<file path="config.mk">
export PLATFORM = sky130hd
export DESIGN_NAME = channel_power_redundancy_control
export DESIGN_NICKNAME = d
export VERILOG_FILES = /design/src/line_power_pkg.sv /design/src/tx_driver_gate.sv /design/src/channel_power_redundancy_control.sv
export SDC_FILE = /design/constraint.sdc
export NUM_CORES = 1
export LEC_CHECK = 0
export BUFFER_PORTS_ARGS = -buffer_cell sky130_fd_sc_hd__buf_2
export CAP_MARGIN = 10
export CORE_UTILIZATION = 45
export CTS_CLUSTER_DIAMETER = 120
export CTS_CLUSTER_SIZE = 20
export DETAILED_ROUTE_END_ITERATION = 12
export PLACE_DENSITY = 0.72
export SLEW_MARGIN = 0
export SYNTH_ARGS = -nofsm -noshare
export SYNTH_HDL_FRONTEND = slang
export SYNTH_SLANG_ARGS = --single-unit
</file>
<file path="constraint.sdc">
create_clock -name clock -period 2.3 [get_ports clock]
set_clock_uncertainty 0.05 [all_clocks]
set_input_delay 0.23 -clock clock [delete_from_list [all_inputs] [get_ports clock]]
set_output_delay 0.23 -clock clock [all_outputs]
set_load 0.02 [all_outputs]
</file>
<file path="src/line_power_pkg.sv">
`default_nettype none

package line_power_pkg;

    // Channel count and register geometry
    localparam int          NUM_CHANNELS  = 3;
    localparam int          ADDR_W        = 8;
    localparam int          DATA_W        = 8;

    // Control register offset and reset value
    localparam logic [7:0]  LPRC_OFFSET   = 8'h00;
    localparam logic [7:0]  LPRC_RESET    = 8'h00;

    // Field positions: receive enables at 6:4, transmit enables at 2:0
    localparam int          RX_EN_LSB     = 4;
    localparam int          TX_EN_LSB     = 0;

    // Writable bits; reserved bits 7 and 3 stay zero
    localparam logic [7:0]  LPRC_RW_MASK  = 8'h77;

    // Depth of the pin synchroniser
    localparam int          SYNC_STAGES   = 3;

    // One register access from the serial interface back end
    typedef struct packed {
        logic [ADDR_W-1:0] addr;   // Register offset
        logic [DATA_W-1:0] wdata;  // Write data
        logic              wr;     // One-cycle write strobe
        logic              rd;     // One-cycle read strobe
    } reg_req_type;

    // Differential line pair as digital polarity levels
    typedef struct packed {
        logic pos;                 // Positive leg
        logic neg;                 // Negative leg
    } line_pair_type;

    // Address match, used by both the write and the read path
    function automatic logic hits_ctrl(input logic [ADDR_W-1:0] addr);
        hits_ctrl = (addr == LPRC_OFFSET);
    endfunction

endpackage

`default_nettype wire

</file>
<file path="src/tx_driver_gate.sv">
`default_nettype none

// One channel's transmit driver: pin enable and register enable combine
module tx_driver_gate (
    input  wire logic                          clock,
    input  wire logic                          rst,
    input  wire logic                          reg_enable,
    input  wire logic                          transmit_enable_pin,
    input  wire line_power_pkg::line_pair_type tx_data,
    output logic                               driver_on,
    output line_power_pkg::line_pair_type      line_out,
    output logic                               line_out_oe
);

    // Pin synchroniser; stage 0 is read only by stage 1
    logic [line_power_pkg::SYNC_STAGES-1:0] pin_sync_ff;
    logic [line_power_pkg::SYNC_STAGES-1:0] nxt_pin_sync;
    logic                                   pin_level_ff;  // Agreed pin level
    logic                                   nxt_pin_level;

    // Driver state
    logic                                   on_ff;
    logic                                   nxt_on;
    line_power_pkg::line_pair_type          out_ff;
    line_power_pkg::line_pair_type          nxt_out;

    // Next values for synchroniser and driver
    always_comb begin
        nxt_pin_sync  = {pin_sync_ff[line_power_pkg::SYNC_STAGES-2:0], transmit_enable_pin};
        // Level counts only once stages two and three agree, filtering one-cycle glitches
        if (pin_sync_ff[1] == pin_sync_ff[2]) begin
            nxt_pin_level = pin_sync_ff[2];
        end else begin
            nxt_pin_level = pin_level_ff;
        end
        nxt_on = reg_enable & pin_level_ff;
        // Idle driver holds zero pulses so nothing leaks out when re-enabled
        if (nxt_on) begin
            nxt_out = tx_data;
        end else begin
            nxt_out = '0;
        end
    end

    // Register stage; a powered-down driver starts off
    always_ff @(posedge clock or posedge rst) begin
        if (rst) begin
            pin_sync_ff  <= '0;
            pin_level_ff <= 1'b0;
            on_ff        <= 1'b0;
            out_ff       <= '0;
        end else begin
            pin_sync_ff  <= nxt_pin_sync;
            pin_level_ff <= nxt_pin_level;
            on_ff        <= nxt_on;
            out_ff       <= nxt_out;
        end
    end

    // Enable low releases both legs to high impedance
    assign line_out_oe = on_ff;
    assign line_out    = out_ff;
    assign driver_on   = on_ff;

endmodule

`default_nettype wire

</file>
<file path="src/channel_power_redundancy_control.sv">
// Overview of operation
// - 8-bit register at 0x00, resets zero, reserved read zero
// - Bits 6..4 enable receive sections, channels 2..0
// - Receive enable 1 powers up and accepts line data
// - Receive enable 0 powers whole receive section down
// - Bit 2 turns channel 2 driver on while its transmit enable pin is high
// - Bit 2 low tri-states channel 2 outputs
// - Bits 1,0 enable channel 1,0 drivers likewise
`default_nettype none

module channel_power_redundancy_control (
    input  wire logic                          clock,
    input  wire logic                          rst,
    // Register port from the serial interface back end
    // One-cycle strobes on this clock, so no synchroniser is needed
    input  wire line_power_pkg::reg_req_type   reg_req,
    output logic [line_power_pkg::DATA_W-1:0]  reg_rdata,
    output logic                               reg_rvalid,
    // External per-channel transmit enable pins
    // Asynchronous board levels, each synchronised inside its driver gate
    input  wire logic [line_power_pkg::NUM_CHANNELS-1:0] transmit_enable_pin,
    // Transmit pulse data per channel
    // Already on this clock; passed to the line only while a driver is on
    input  wire line_power_pkg::line_pair_type [line_power_pkg::NUM_CHANNELS-1:0] tx_data,
    // Line outputs with output enables
    // An enable low means the pair is released to high impedance
    output line_power_pkg::line_pair_type [line_power_pkg::NUM_CHANNELS-1:0] line_output,
    output logic [line_power_pkg::NUM_CHANNELS-1:0] line_output_oe,
    output logic [line_power_pkg::NUM_CHANNELS-1:0] transmit_driver_enable,
    // Line inputs from the receive pins
    // Asynchronous levels, synchronised per leg below
    input  wire logic [line_power_pkg::NUM_CHANNELS-1:0] line_input_positive,
    input  wire logic [line_power_pkg::NUM_CHANNELS-1:0] line_input_negative,
    // Receive section power controls and recovered data
    // Both registered; data reads zero while a section is powered down
    output logic [line_power_pkg::NUM_CHANNELS-1:0] receive_section_power_enable,
    output line_power_pkg::line_pair_type [line_power_pkg::NUM_CHANNELS-1:0] rx_data
);

    // Shorthand for the channel count and synchroniser depth
    localparam int NCH = line_power_pkg::NUM_CHANNELS;
    localparam int NST = line_power_pkg::SYNC_STAGES;

    // Next filtered level of one synchronised input: a new level counts
    // only once stages two and three agree, otherwise the held level stays.
    // A spike of a single cycle is dropped this way instead of reaching the
    // recovered data; the price is one more cycle of latency per edge.
    function automatic logic agreed_level(input logic [NST-1:0] sync,
                                          input logic           held);
        if (sync[1] == sync[2]) begin
            agreed_level = sync[2];
        end else begin
            agreed_level = held;
        end
    endfunction

    // Control register and its next value
    // Only the six enable bits can ever hold a one
    logic [7:0]                              ctrl_ff;
    logic [7:0]                              nxt_ctrl;

    // Read answer
    logic [line_power_pkg::DATA_W-1:0]       rdata_ff;
    logic [line_power_pkg::DATA_W-1:0]       nxt_rdata;
    logic                                    rvalid_ff;
    logic                                    nxt_rvalid;

    // Field views of the register
    logic [NCH-1:0]                          rx_on;
    logic [NCH-1:0]                          tx_on;

    // Receive synchronisers per channel and leg
    // Three stages per leg because the line levels arrive from outside
    // this clock domain
    logic [NCH-1:0][NST-1:0]                 rxp_sync_ff;
    logic [NCH-1:0][NST-1:0]                 rxn_sync_ff;
    logic [NCH-1:0][NST-1:0]                 nxt_rxp_sync;
    logic [NCH-1:0][NST-1:0]                 nxt_rxn_sync;

    // Recovered data and power state
    // Both clear while a section is off
    line_power_pkg::line_pair_type [NCH-1:0] rx_data_ff;
    line_power_pkg::line_pair_type [NCH-1:0] nxt_rx_data;
    logic [NCH-1:0]                          rx_pwr_ff;
    logic [NCH-1:0]                          nxt_rx_pwr;

    // Receive enables sit at 6:4 and transmit enables at 2:0, one bit per
    // channel, so each bit acts on its own channel only
    assign rx_on = ctrl_ff[line_power_pkg::RX_EN_LSB +: NCH];
    // Transmit enables feed the driver gates below
    assign tx_on = ctrl_ff[line_power_pkg::TX_EN_LSB +: NCH];

    // Register next value: only mapped, writable bits change
    // A write to any other offset is dropped here; the registers that
    // share the serial interface live outside this block
    always_comb begin
        nxt_ctrl = ctrl_ff;
        if (reg_req.wr && line_power_pkg::hits_ctrl(reg_req.addr)) begin
            // Reserved bits are masked so they never store a one
            nxt_ctrl = reg_req.wdata & line_power_pkg::LPRC_RW_MASK;
        end
    end

    // Control register flops
    // Reset clears every enable bit, so all receive sections start
    // powered down and every transmit driver starts in high impedance;
    // nothing reaches the line until software asks for it
    always_ff @(posedge clock or posedge rst) begin
        if (rst) begin
            ctrl_ff <= line_power_pkg::LPRC_RESET;
        end else begin
            ctrl_ff <= nxt_ctrl;
        end
    end

    // Read path: a read in the same cycle as a write sees the old value
    // The answer is registered so the back end sees a clean one-cycle
    // valid pulse; the data then holds until the next read replaces it.
    // Trade-off: one cycle of read latency for a flop-driven bus
    always_comb begin
        nxt_rvalid = reg_req.rd;
        nxt_rdata  = rdata_ff;
        if (reg_req.rd) begin
            if (line_power_pkg::hits_ctrl(reg_req.addr)) begin
                // Masking again keeps reserved bits zero on the bus
                nxt_rdata = ctrl_ff & line_power_pkg::LPRC_RW_MASK;
            end else begin
                // Unmapped offsets answer zero
                nxt_rdata = '0;
            end
        end
    end

    // Read answer flops
    // Cleared read data keeps the bus quiet after reset, and the valid
    // flag never pulses without a read strobe in the cycle before
    always_ff @(posedge clock or posedge rst) begin
        if (rst) begin
            rdata_ff  <= '0;
            rvalid_ff <= 1'b0;
        end else begin
            rdata_ff  <= nxt_rdata;
            rvalid_ff <= nxt_rvalid;
        end
    end

    // Both read outputs come straight from their flops
    assign reg_rdata  = rdata_ff;
    assign reg_rvalid = rvalid_ff;

    // Receive sections: power state, synchronisers and recovered data
    // Each channel runs only from its own enable bit, so powering one
    // section down never disturbs the data of its neighbours.
    // Limitation: only the power state and the sampled line levels are
    // modelled here; gain control, equalizer and clock recovery are
    // analog functions that take the power state as their enable and sit
    // outside this block. A section that wakes up needs about four cycles
    // before the first sampled level shows on its data output.
    always_comb begin
        for (int ch = 0; ch < NCH; ch++) begin
            nxt_rx_pwr[ch] = rx_on[ch];
            if (rx_on[ch]) begin
                // Powered: shift the line levels in
                // Stage one is read only by stage two
                nxt_rxp_sync[ch] = {rxp_sync_ff[ch][NST-2:0], line_input_positive[ch]};
                nxt_rxn_sync[ch] = {rxn_sync_ff[ch][NST-2:0], line_input_negative[ch]};
                // A level counts once stages two and three agree
                nxt_rx_data[ch].pos = agreed_level(rxp_sync_ff[ch], rx_data_ff[ch].pos);
                nxt_rx_data[ch].neg = agreed_level(rxn_sync_ff[ch], rx_data_ff[ch].neg);
            end else begin
                // Powered down: whole path held cleared, so stale data never
                // appears when the section wakes up again
                nxt_rxp_sync[ch] = '0;
                nxt_rxn_sync[ch] = '0;
                nxt_rx_data[ch]  = '0;
            end
        end
    end

    // Receive section flops; all sections off after reset
    // Synchronisers clear as well, so no level from before the reset can
    // appear once a section is powered up again
    always_ff @(posedge clock or posedge rst) begin
        if (rst) begin
            rxp_sync_ff <= '0;
            rxn_sync_ff <= '0;
            rx_data_ff  <= '0;
            rx_pwr_ff   <= '0;
        end else begin
            rxp_sync_ff <= nxt_rxp_sync;
            rxn_sync_ff <= nxt_rxn_sync;
            rx_data_ff  <= nxt_rx_data;
            rx_pwr_ff   <= nxt_rx_pwr;
        end
    end

    // Power state lags the enable bit by one cycle, so the power state and
    // the cleared data always drop on the same edge
    assign receive_section_power_enable = rx_pwr_ff;
    assign rx_data                      = rx_data_ff;

    // Transmit drivers, one per channel; software control needs the pin held
    // high by the board, otherwise the driver stays off whatever the bit says
    // Each gate synchronises its own pin, so a pin change reaches the line
    // about five cycles after it happens, while a bit change needs only one.
    // The gate registers the pulse levels too, so the enable and the data
    // it qualifies always change on the same edge
    for (genvar ch = 0; ch < NCH; ch++) begin : g_tx
        tx_driver_gate u_drv (
            .clock               (clock),
            .rst                 (rst),
            .reg_enable          (tx_on[ch]),
            .transmit_enable_pin (transmit_enable_pin[ch]),
            .tx_data             (tx_data[ch]),
            .driver_on           (transmit_driver_enable[ch]),
            .line_out            (line_output[ch]),
            .line_out_oe         (line_output_oe[ch])
        );
    end

endmodule

`default_nettype wire

</file>
==> results of run 1 <==
==> sequential cells by signal, summed over array words and instances (netlist names) <==
register / flops
rx_data: 6
ctrl_ff: 6
g_tx.u_drv.driver_on: 3
rxn_sync_ff: 9
reg_rdata: 6
g_tx.u_drv.pin_sync_ff: 9
reg_rvalid: 1
receive_section_power_enable: 3
rxp_sync_ff: 9
g_tx.u_drv.line_out: 6
g_tx.u_drv.pin_level_ff: 3
==> cells by family after synthesis <==
group                    after synthesis
flip-flops                            61
AND/OR/NAND/NOR                       43
AO/OA/AOI/OAI                         18
buffers and inverters                 16
multiplexers                           6
adder cells (fa/ha/maj)                3
other                                  1
==> worst paths after layout <==
path                                         startpoint                            to  slack (ps)  cells after the start
setup / recovery                                    rst                rxn_sync_ff[1]        1140                      4
hold / removal                   line_input_negative[0]                rxn_sync_ff[0]          70                      2
setup reg to reg                             ctrl_ff[4]                    ctrl_ff[4]        1370                      1
hold reg to reg            g_tx[1].u_drv.pin_sync_ff[0]  g_tx[1].u_drv.pin_sync_ff[1]         300                      0
max in group clock                           rx_data[5]                    rx_data[5]        1150                      1
min in group asynchronous                           rst     g_tx[0].u_drv.line_out[0]         480                      3
==> where the power goes <==
group	internal [µW]	leakage (µW)	switching [µW]
clock	434	0.0000881	359
sequential	1100	0.000820	17.9
combinational	45.1	0.000472	53.5
==> metrics by stage <==
stage / util, % / setup WS (ps) / std cells / power, µW
floorplan: - / 507.0 / 149 / 1188
global placement: 54.56 / 877.5 / 253 / 1232
detailed placement: 54.56 / 822.7 / 253 / 1235
CTS: 59.21 / 1095 / 271 / 2040
global route: 59.21 / 979.9 / 271 / 2099
finish: 59.21 / 1135 / 271 / 2011
==> synthesized netlist by cell type (2+ instances only) <==
master | count | share of area (%)
sky130_fd_sc_hd__a21boi_0 | 6 | 2.2
sky130_fd_sc_hd__and2_1 | 21 | 6.3
sky130_fd_sc_hd__and3_1 | 6 | 1.8
sky130_fd_sc_hd__buf_4 | 8 | 2.9
sky130_fd_sc_hd__dfrtp_1 | 61 | 73
sky130_fd_sc_hd__inv_1 | 7 | 1.3
sky130_fd_sc_hd__maj3_1 | 3 | 1.4
sky130_fd_sc_hd__mux2_2 | 6 | 3.2
sky130_fd_sc_hd__nand2_1 | 13 | 2.3
sky130_fd_sc_hd__nor4_2 | 2 | 1.2
sky130_fd_sc_hd__o21ai_0 | 6 | 1.4
sky130_fd_sc_hd__o22ai_1 | 6 | 1.8
==> area by class of cell <==
| class | count | area (µm²) |
|---|---|---|
| multi-input cells | 72 | 470.5 |
| flip-flops and latches | 61 | 1526 |
| clock inverters | 2 | 10.01 |
| inverters | 7 | 26.28 |
| repair buffers | 65 | 360.3 |
| well taps | 52 | 65.06 |
| fillers | 365 | 1800 |
| clock buffers | 12 | 155.1 |
==> metal layers <==
| metal | wire [µm] | share of wire (%) | GRT usage (%) |
|---|---|---|---|
| met5 | 0 | 0 | 0 |
| met4 | 69 | 2.1 | 9.333 |
| met3 | 128 | 3.9 | 3.463 |
| met2 | 1592 | 48 | 24.04 |
| met1 | 1501 | 46 | 20.22 |
==> timing repair <==
action	CTS	global route
hold endpoints to repair	31	0
resized for setup	0	0
setup endpoints to repair	0	0
hold buffers	4	0
==> impl_metrics.sql, run 1 <==
INSERT INTO impl_metrics (metric_group, metric, value, unit) VALUES
('die', 'initial_core_util', '47.19', '%'),
('timing', 'fmax', '858.6', 'MHz'),
('die', 'ioPinCount', '65', ''),
('yosys', 'synthArstFlopShare', '100.0', '%'),
('clock_tree', 'max-clock-path-buffers', '2', ''),
('yosys', 'yosys_warns', '0', ''),
('setup_path', 'worst_ep_arrival_time', '1630', 'ps'),
('clock_tree', 'inserted_clock_buffers', '9', ''),
('yosys', 'ys_types', '15', ''),
('die', 'die_width', '70.04', 'µm'),
('routing', 'ant_nets_after_route', '0', ''),
('setup_path', 'crit_type', 'input port to async pin', ''),
('yosys', 'syn-cell-area', '2083', 'µm²'),
('yosys', 'syn_avg_cell_area', '14.08', 'µm²'),
('yosys', 'synth_seq_area_share', '73.27', '%'),
('timing', 'setup_viol_count_final', '0', ''),
('routing', 'totalWireLength', '3292', 'µm'),
('run_status', 'result_of_the_run', 'finished clean', ''),
('yosys', 'synth.ff_latch_count', '61', ''),
('clock_tree', 'post_cts.repair.setup_buffers', '0', ''),
('placement', 'place_area', '2409', 'µm²'),
('timing', 'finalMaxSlewViolations', '0', ''),
('yosys', 'synth_xor_xnor_area_share', '0', '%'),
('setup_path', 'timing.critical_path.buf_inv', '4', ''),
('global_route', 'first_global_vias', '1263', ''),
('clock_tree', 'tritoncts', 'built', ''),
('timing', 'timing.slew.headroom', '59.86', '%'),
('yosys', 'muxShareOfSynthArea', '3.243', '%'),
('finish', 'leading_cell_type_in_the_layout_fill_and_taps_excluded', 'sky130_fd_sc_hd__dfrtp_1', ''),
('placement', 'hpwlAfterDp', '2231', 'µm'),
('finish', 'n_antenna_cell', '0', ''),
('timing', 'final-hold-violation-count', '0', ''),
('yosys', 'synth_compound_area_share', '5.405', '%'),
('clock_tree', 'worst_skew_pair.late_latency', '310', 'ps'),
('clock_tree', 'clk_transition_reported_paths', '60', 'ps'),
('finish', 'nNetsFinal', '251', ''),
('finish', 'fin_area', '2614', 'µm²'),
('routing', 'first_iteration_detailed_routing_drc_count', '49', ''),
('setup_path', 'cpPeakStageDelay', '530', 'ps'),
('clock_tree', 'cts.sink_count', '61', ''),
('timing', 'totalNegativeSetupSlack', '0', 'ps'),
('die', 'placeableCoreArea', '4414', 'µm²'),
('clock_tree', 'ctsRootBufferMaster', 'sky130_fd_sc_hd__clkbuf_8', ''),
('timing', 'holdWs', '73.88', 'ps'),
('finish', 'mostFrequentLayoutCells', 'sky130_fd_sc_hd__dfrtp_1 (61), sky130_fd_sc_hd__buf_2 (60), sky130_fd_sc_hd__and2_1 (21)', ''),
('die', 'die_y', '70.04', 'µm'),
('power', 'cellLeakagePower', '0.001380', 'µW'),
('job', 'drv.max_cap_violation_count', '0', ''),
('yosys', 'main_combinational_cell_family_by_area_after_synthesis', 'simple AND/OR/NAND/NOR gates', ''),
('power', 'peakVddDrop', '0.4123', 'mV'),
('yosys', 'post_synth_edffs', '0', ''),
('routing', 'vias_per_cell', '4.653', ''),
('global_route', 'overflow', '0', ''),
('clock_tree', 'cts_htree_levels', '3', ''),
('worst_hold_path', 'timing.hold.worst.class', 'input port to flop', ''),
('routing', 'detailedRoute.firstPassIterationCount', '3', ''),
('timing', 'finalCritPeriodShare', '50.64', '%'),
('global_route', 'grt_first_pass_wirelength', '5740', 'µm'),
('setup_path', 'worst_setup_path_end_kind', 'async pin', ''),
('global_route', 'antenna_found_initial', '0', ''),
('global_route', 'grt_start_max_net_pins', '34', ''),
('placement', 'gp_congestion', '0.6841', ''),
('global_route', 'globalRouteTotalUtil', '15.58', '%'),
('routing', 'route.detailed.wl_per_inst', '12.15', 'µm'),
('yosys', 'synth_simple_gate_area_share', '12.13', '%'),
('setup_path', 'critPathMaxFanout', '33', ''),
('finish', 'drive_above_1_share', '38.36', '%'),
('setup_path', 'worstPathCellList', 'dlygate4sd3_1, buf_2, inv_2, buf_12', ''),
('yosys', 'postSynth.topFlopCell', 'sky130_fd_sc_hd__dfrtp_1', ''),
('setup_path', 'cp_data_required_time', '2760', 'ps'),
('timing', 'rsz_0062_raised_after_global_routing', 'false', '');
(Power assumes the default switching activity.)
==> inputs of run 2 (changes only) <==
Settings changed: PLACE_DENSITY 0.72 to 0.74.
Clock period 2.3 ns to 1.05 ns, I/O delays scaled along.
==> run 2 against run 1 <==
Against the previous run:
- setup slack got worse by 1100 ps
- combinational power increased to 3.0 times the previous value
- register-to-register slack got worse by 1300 ps
- design area increased by 12%
- largest cell class unchanged
- final cell count increased by 9.2%
- routed wire length increased by 18%
- clock power increased by 130%
- largest power group unchanged
- count of clock-buffer cells in the layout increased by 2
- first-iteration DRC count increased by 24%
- global-route usage increased by 2.2 points
==> impl_metrics.sql, run 2 (synthesis results as in run 1) <==
INSERT INTO impl_metrics (metric_group, metric, value, unit) VALUES
('run_status', 'result_of_the_run', 'finished clean', ''),
('timing', 'final-hold-violation-count', '0', ''),
('power', 'cellLeakagePower', '0.001494', 'µW'),
('placement', 'worst_setup_slack_post_dpl', '-167.4', 'ps'),
('setup_path', 'worst_ep_arrival_time', '870', 'ps'),
('setup_path', 'timing.reg2reg.setup_slack', '100', 'ps'),
('setup_path', 'worst_setup_path_end_kind', 'output pin', ''),
('die', 'die_width', '70.04', 'µm'),
('finish', 'largest_registers', 'g_tx.u_drv.pin_sync_ff x9, rxn_sync_ff x9, rxp_sync_ff x9', ''),
('placement', 'hpwlAfterDp', '2453', 'µm'),
('routing', 'route.detailed.wl_per_inst', '13.15', 'µm'),
('timing', 'finalMaxSlewViolations', '0', ''),
('power', 'peakVddDrop', '1.105', 'mV'),
('clock_tree', 'worst_skew_pair.late_latency', '330', 'ps'),
('placement', 'port_buffers', '60', ''),
('die', 'initial_core_util', '47.19', '%'),
('die', 'placement_rows', '24', ''),
('setup_path', 'cp_data_required_time', '890', 'ps'),
('die', 'ioPinCount', '65', ''),
('finish', 'leading_cell_type_in_the_layout_fill_and_taps_excluded', 'sky130_fd_sc_hd__dfrtp_1', ''),
('timing', 'setup_viol_count_final', '0', ''),
('routing', 'dr_total_vias', '1369', ''),
('setup_path', 'worst_reg2reg_path_endpoint', 'ctrl_ff[4]', ''),
('clock_tree', 'tritoncts', 'built', ''),
('timing', 'fin_crit', '1025', 'ps'),
('clock_tree', 'max-clock-path-buffers', '2', ''),
('clock_tree', 'clk_transition_reported_paths', '60', 'ps'),
('worst_hold_path', 'timing.hold.worst_endpoint', 'ctrl_ff[5]', ''),
('global_route', 'antenna_found_initial', '0', ''),
('finish', 'final_core_util', '66.41', '%'),
('setup_path', 'crit-reg2reg-launch', 'ctrl_ff[4]', ''),
('routing', 'totalWireLength', '3893', 'µm'),
('worst_hold_path', 'hold_path.startpoint', 'reg_req[1]', ''),
('worst_hold_path', 'timing.hold.worst.class', 'input port to flop', ''),
('global_route', 'overflow', '0', ''),
('routing', 'drc', '0', ''),
('setup_path', 'worstSetupStartpointType', 'flop', ''),
('placement', 'gp_congestion', '0.7142', ''),
('routing', 'ant_nets_after_route', '0', ''),
('finish', 'mostFrequentLayoutCells', 'sky130_fd_sc_hd__dfrtp_1 (61), sky130_fd_sc_hd__buf_2 (51), sky130_fd_sc_hd__dlygate4sd3_1 (23)', ''),
('die', 'placeableCoreArea', '4414', 'µm²'),
('global_route', 'globalRouteTotalUtil', '17.81', '%'),
('setup_path', 'worst_path_dominant_cell_family', 'flip-flops', ''),
('routing', 'detailedRoute.firstPassIterationCount', '4', ''),
('finish', 'number_of_filler_instances_in_the_final_layout', '307', ''),
('routing', 'first_iteration_detailed_routing_drc_count', '61', ''),
('timing', 'rsz_0062_raised_after_global_routing', 'true', ''),
('clock_tree', 'ctsRootBufferMaster', 'sky130_fd_sc_hd__clkbuf_8', ''),
('finish', 'n_antenna_cell', '0', ''),
('setup_path', 'cpPeakStageDelay', '400', 'ps'),
('global_route', 'first_global_vias', '1363', ''),
('die', 'die_outline_area', '4906', 'µm²'),
('routing', 'vias_per_cell', '4.625', ''),
('setup_path', 'timing.critical_path.buf_inv', '1', ''),
('clock_tree', 'cts.sink_count', '61', ''),
('setup_path', 'worstPathCellList', 'buf_6', ''),
('die', 'die_y', '70.04', 'µm'),
('global_route', 'grt_first_pass_wirelength', '6410', 'µm'),
('setup_path', 'timing.critical_path.slowest_stage_cell', 'sky130_fd_sc_hd__dfrtp_1', ''),
('global_route', 'grt_start_max_net_pins', '35', ''),
('setup_path', 'r2r_cells', '1', ''),
('timing', 'finalCritPeriodShare', '97.57', '%'),
('finish', 'drive_above_1_share', '36.48', '%'),
('job', 'drv.max_cap_violation_count', '0', ''),
('timing', 'fmax', '976.1', 'MHz'),
('timing', 'timing.final.ws_setup', '25.48', 'ps'),
('clock_tree', 'inserted_clock_buffers', '9', ''),
('worst_hold_path', 'hold_path_depth', '3', ''),
('setup_path', 'critPathLaunch', 'reg_rdata[2]', ''),
('power', 'power.density', '1567', 'nW/µm²'),
('setup_path', 'critPathMaxFanout', '2', ''),
('setup_path', 'crit_type', 'flop to output pin', ''),
('finish', 'nNetsFinal', '275', ''),
('clock_tree', 'cts_htree_levels', '3', ''),
('finish', 'synthToLayoutAreaGrowth', '40.72', '%');
run 2: cell types whose count changed in the layout (fill, tap and decap cells not counted), moves of 2 or more:
| cell | delta |
|---|---|
| sky130_fd_sc_hd__buf_4 | +5 |
| sky130_fd_sc_hd__buf_6 | +9 |
| sky130_fd_sc_hd__buf_2 | -9 |
| sky130_fd_sc_hd__nor4_4 | +2 |
| sky130_fd_sc_hd__nor4_2 | -2 |
| sky130_fd_sc_hd__dlygate4sd3_1 | +19 |
run 2: metrics by stage:
stage          hold slack [ps]  setup TNS (ps)  instances  power (µW)  cell area, µm²
6_report                 169.4               0        296        4594            2932
4_1_cts                  157.7               0        293        4632            2853
5_1_grt                  165.1          -17.65        296        4791            2932
3_3_place_gp             37.06          -828.0        255        2713            2445
2_1_floorplan            86.43               0        149        2605            2108
3_5_place_dp             38.24           -1093        255        2722            2445
run 2: what timing repair did:
action / 4_1_cts / 5_1_grt
endpoints found under the setup margin: 0 / 13
hold endpoints to repair: 68 / 0
resized for setup: 0 / 18
hold buffers: 23 / 0
buffers inserted: 0 / 3
run 2: layout make-up:
cell class / instances / area (µm²) / share of cell area (%)
Timing Repair Buffer: 89 / 644.4 / 21.98
Tap cell: 52 / 65.06 / 2.219
Multi-Input combinational cell: 72 / 488.0 / 16.65
Clock buffer: 14 / 172.7 / 5.890
Sequential cell: 61 / 1526 / 52.07
Inverter: 7 / 30.03 / 1.024
Clock inverter: 1 / 5.005 / 0.1707
run 2: worst max path at each step:
| stage | end | depth (start not counted) |
|---|---|---|
| 3_3_place_gp | ctrl_ff[6] | 4 |
| 2_1_floorplan | ctrl_ff[0] | 3 |
| 3_5_place_dp | ctrl_ff[1] | 4 |
| 5_1_grt | reg_rdata[2] | 1 |
| 4_1_cts | rx_data[5] | 1 |
| 6_report | reg_rdata[2] | 1 |
run 2: where the power goes:
part | switching, µW | internal (µW) | total [µW]
clock network | 813 | 1040 | 1850
registers | 40.8 | 2410 | 2450
logic | 140 | 153 | 293
total | 994 | 3600 | 4590
run 2: layer usage:
metal  routed length, µm  vias up  share of wire, %  global-route usage [%]
met4                  76        0               2.0                   10.00
met3                 191        8               4.9                   6.494
met1                1655      660                43                   21.41
met5                   0        -                 0                       0
met2                1970       41                51                   27.78
li1                    -      660                 -                       -
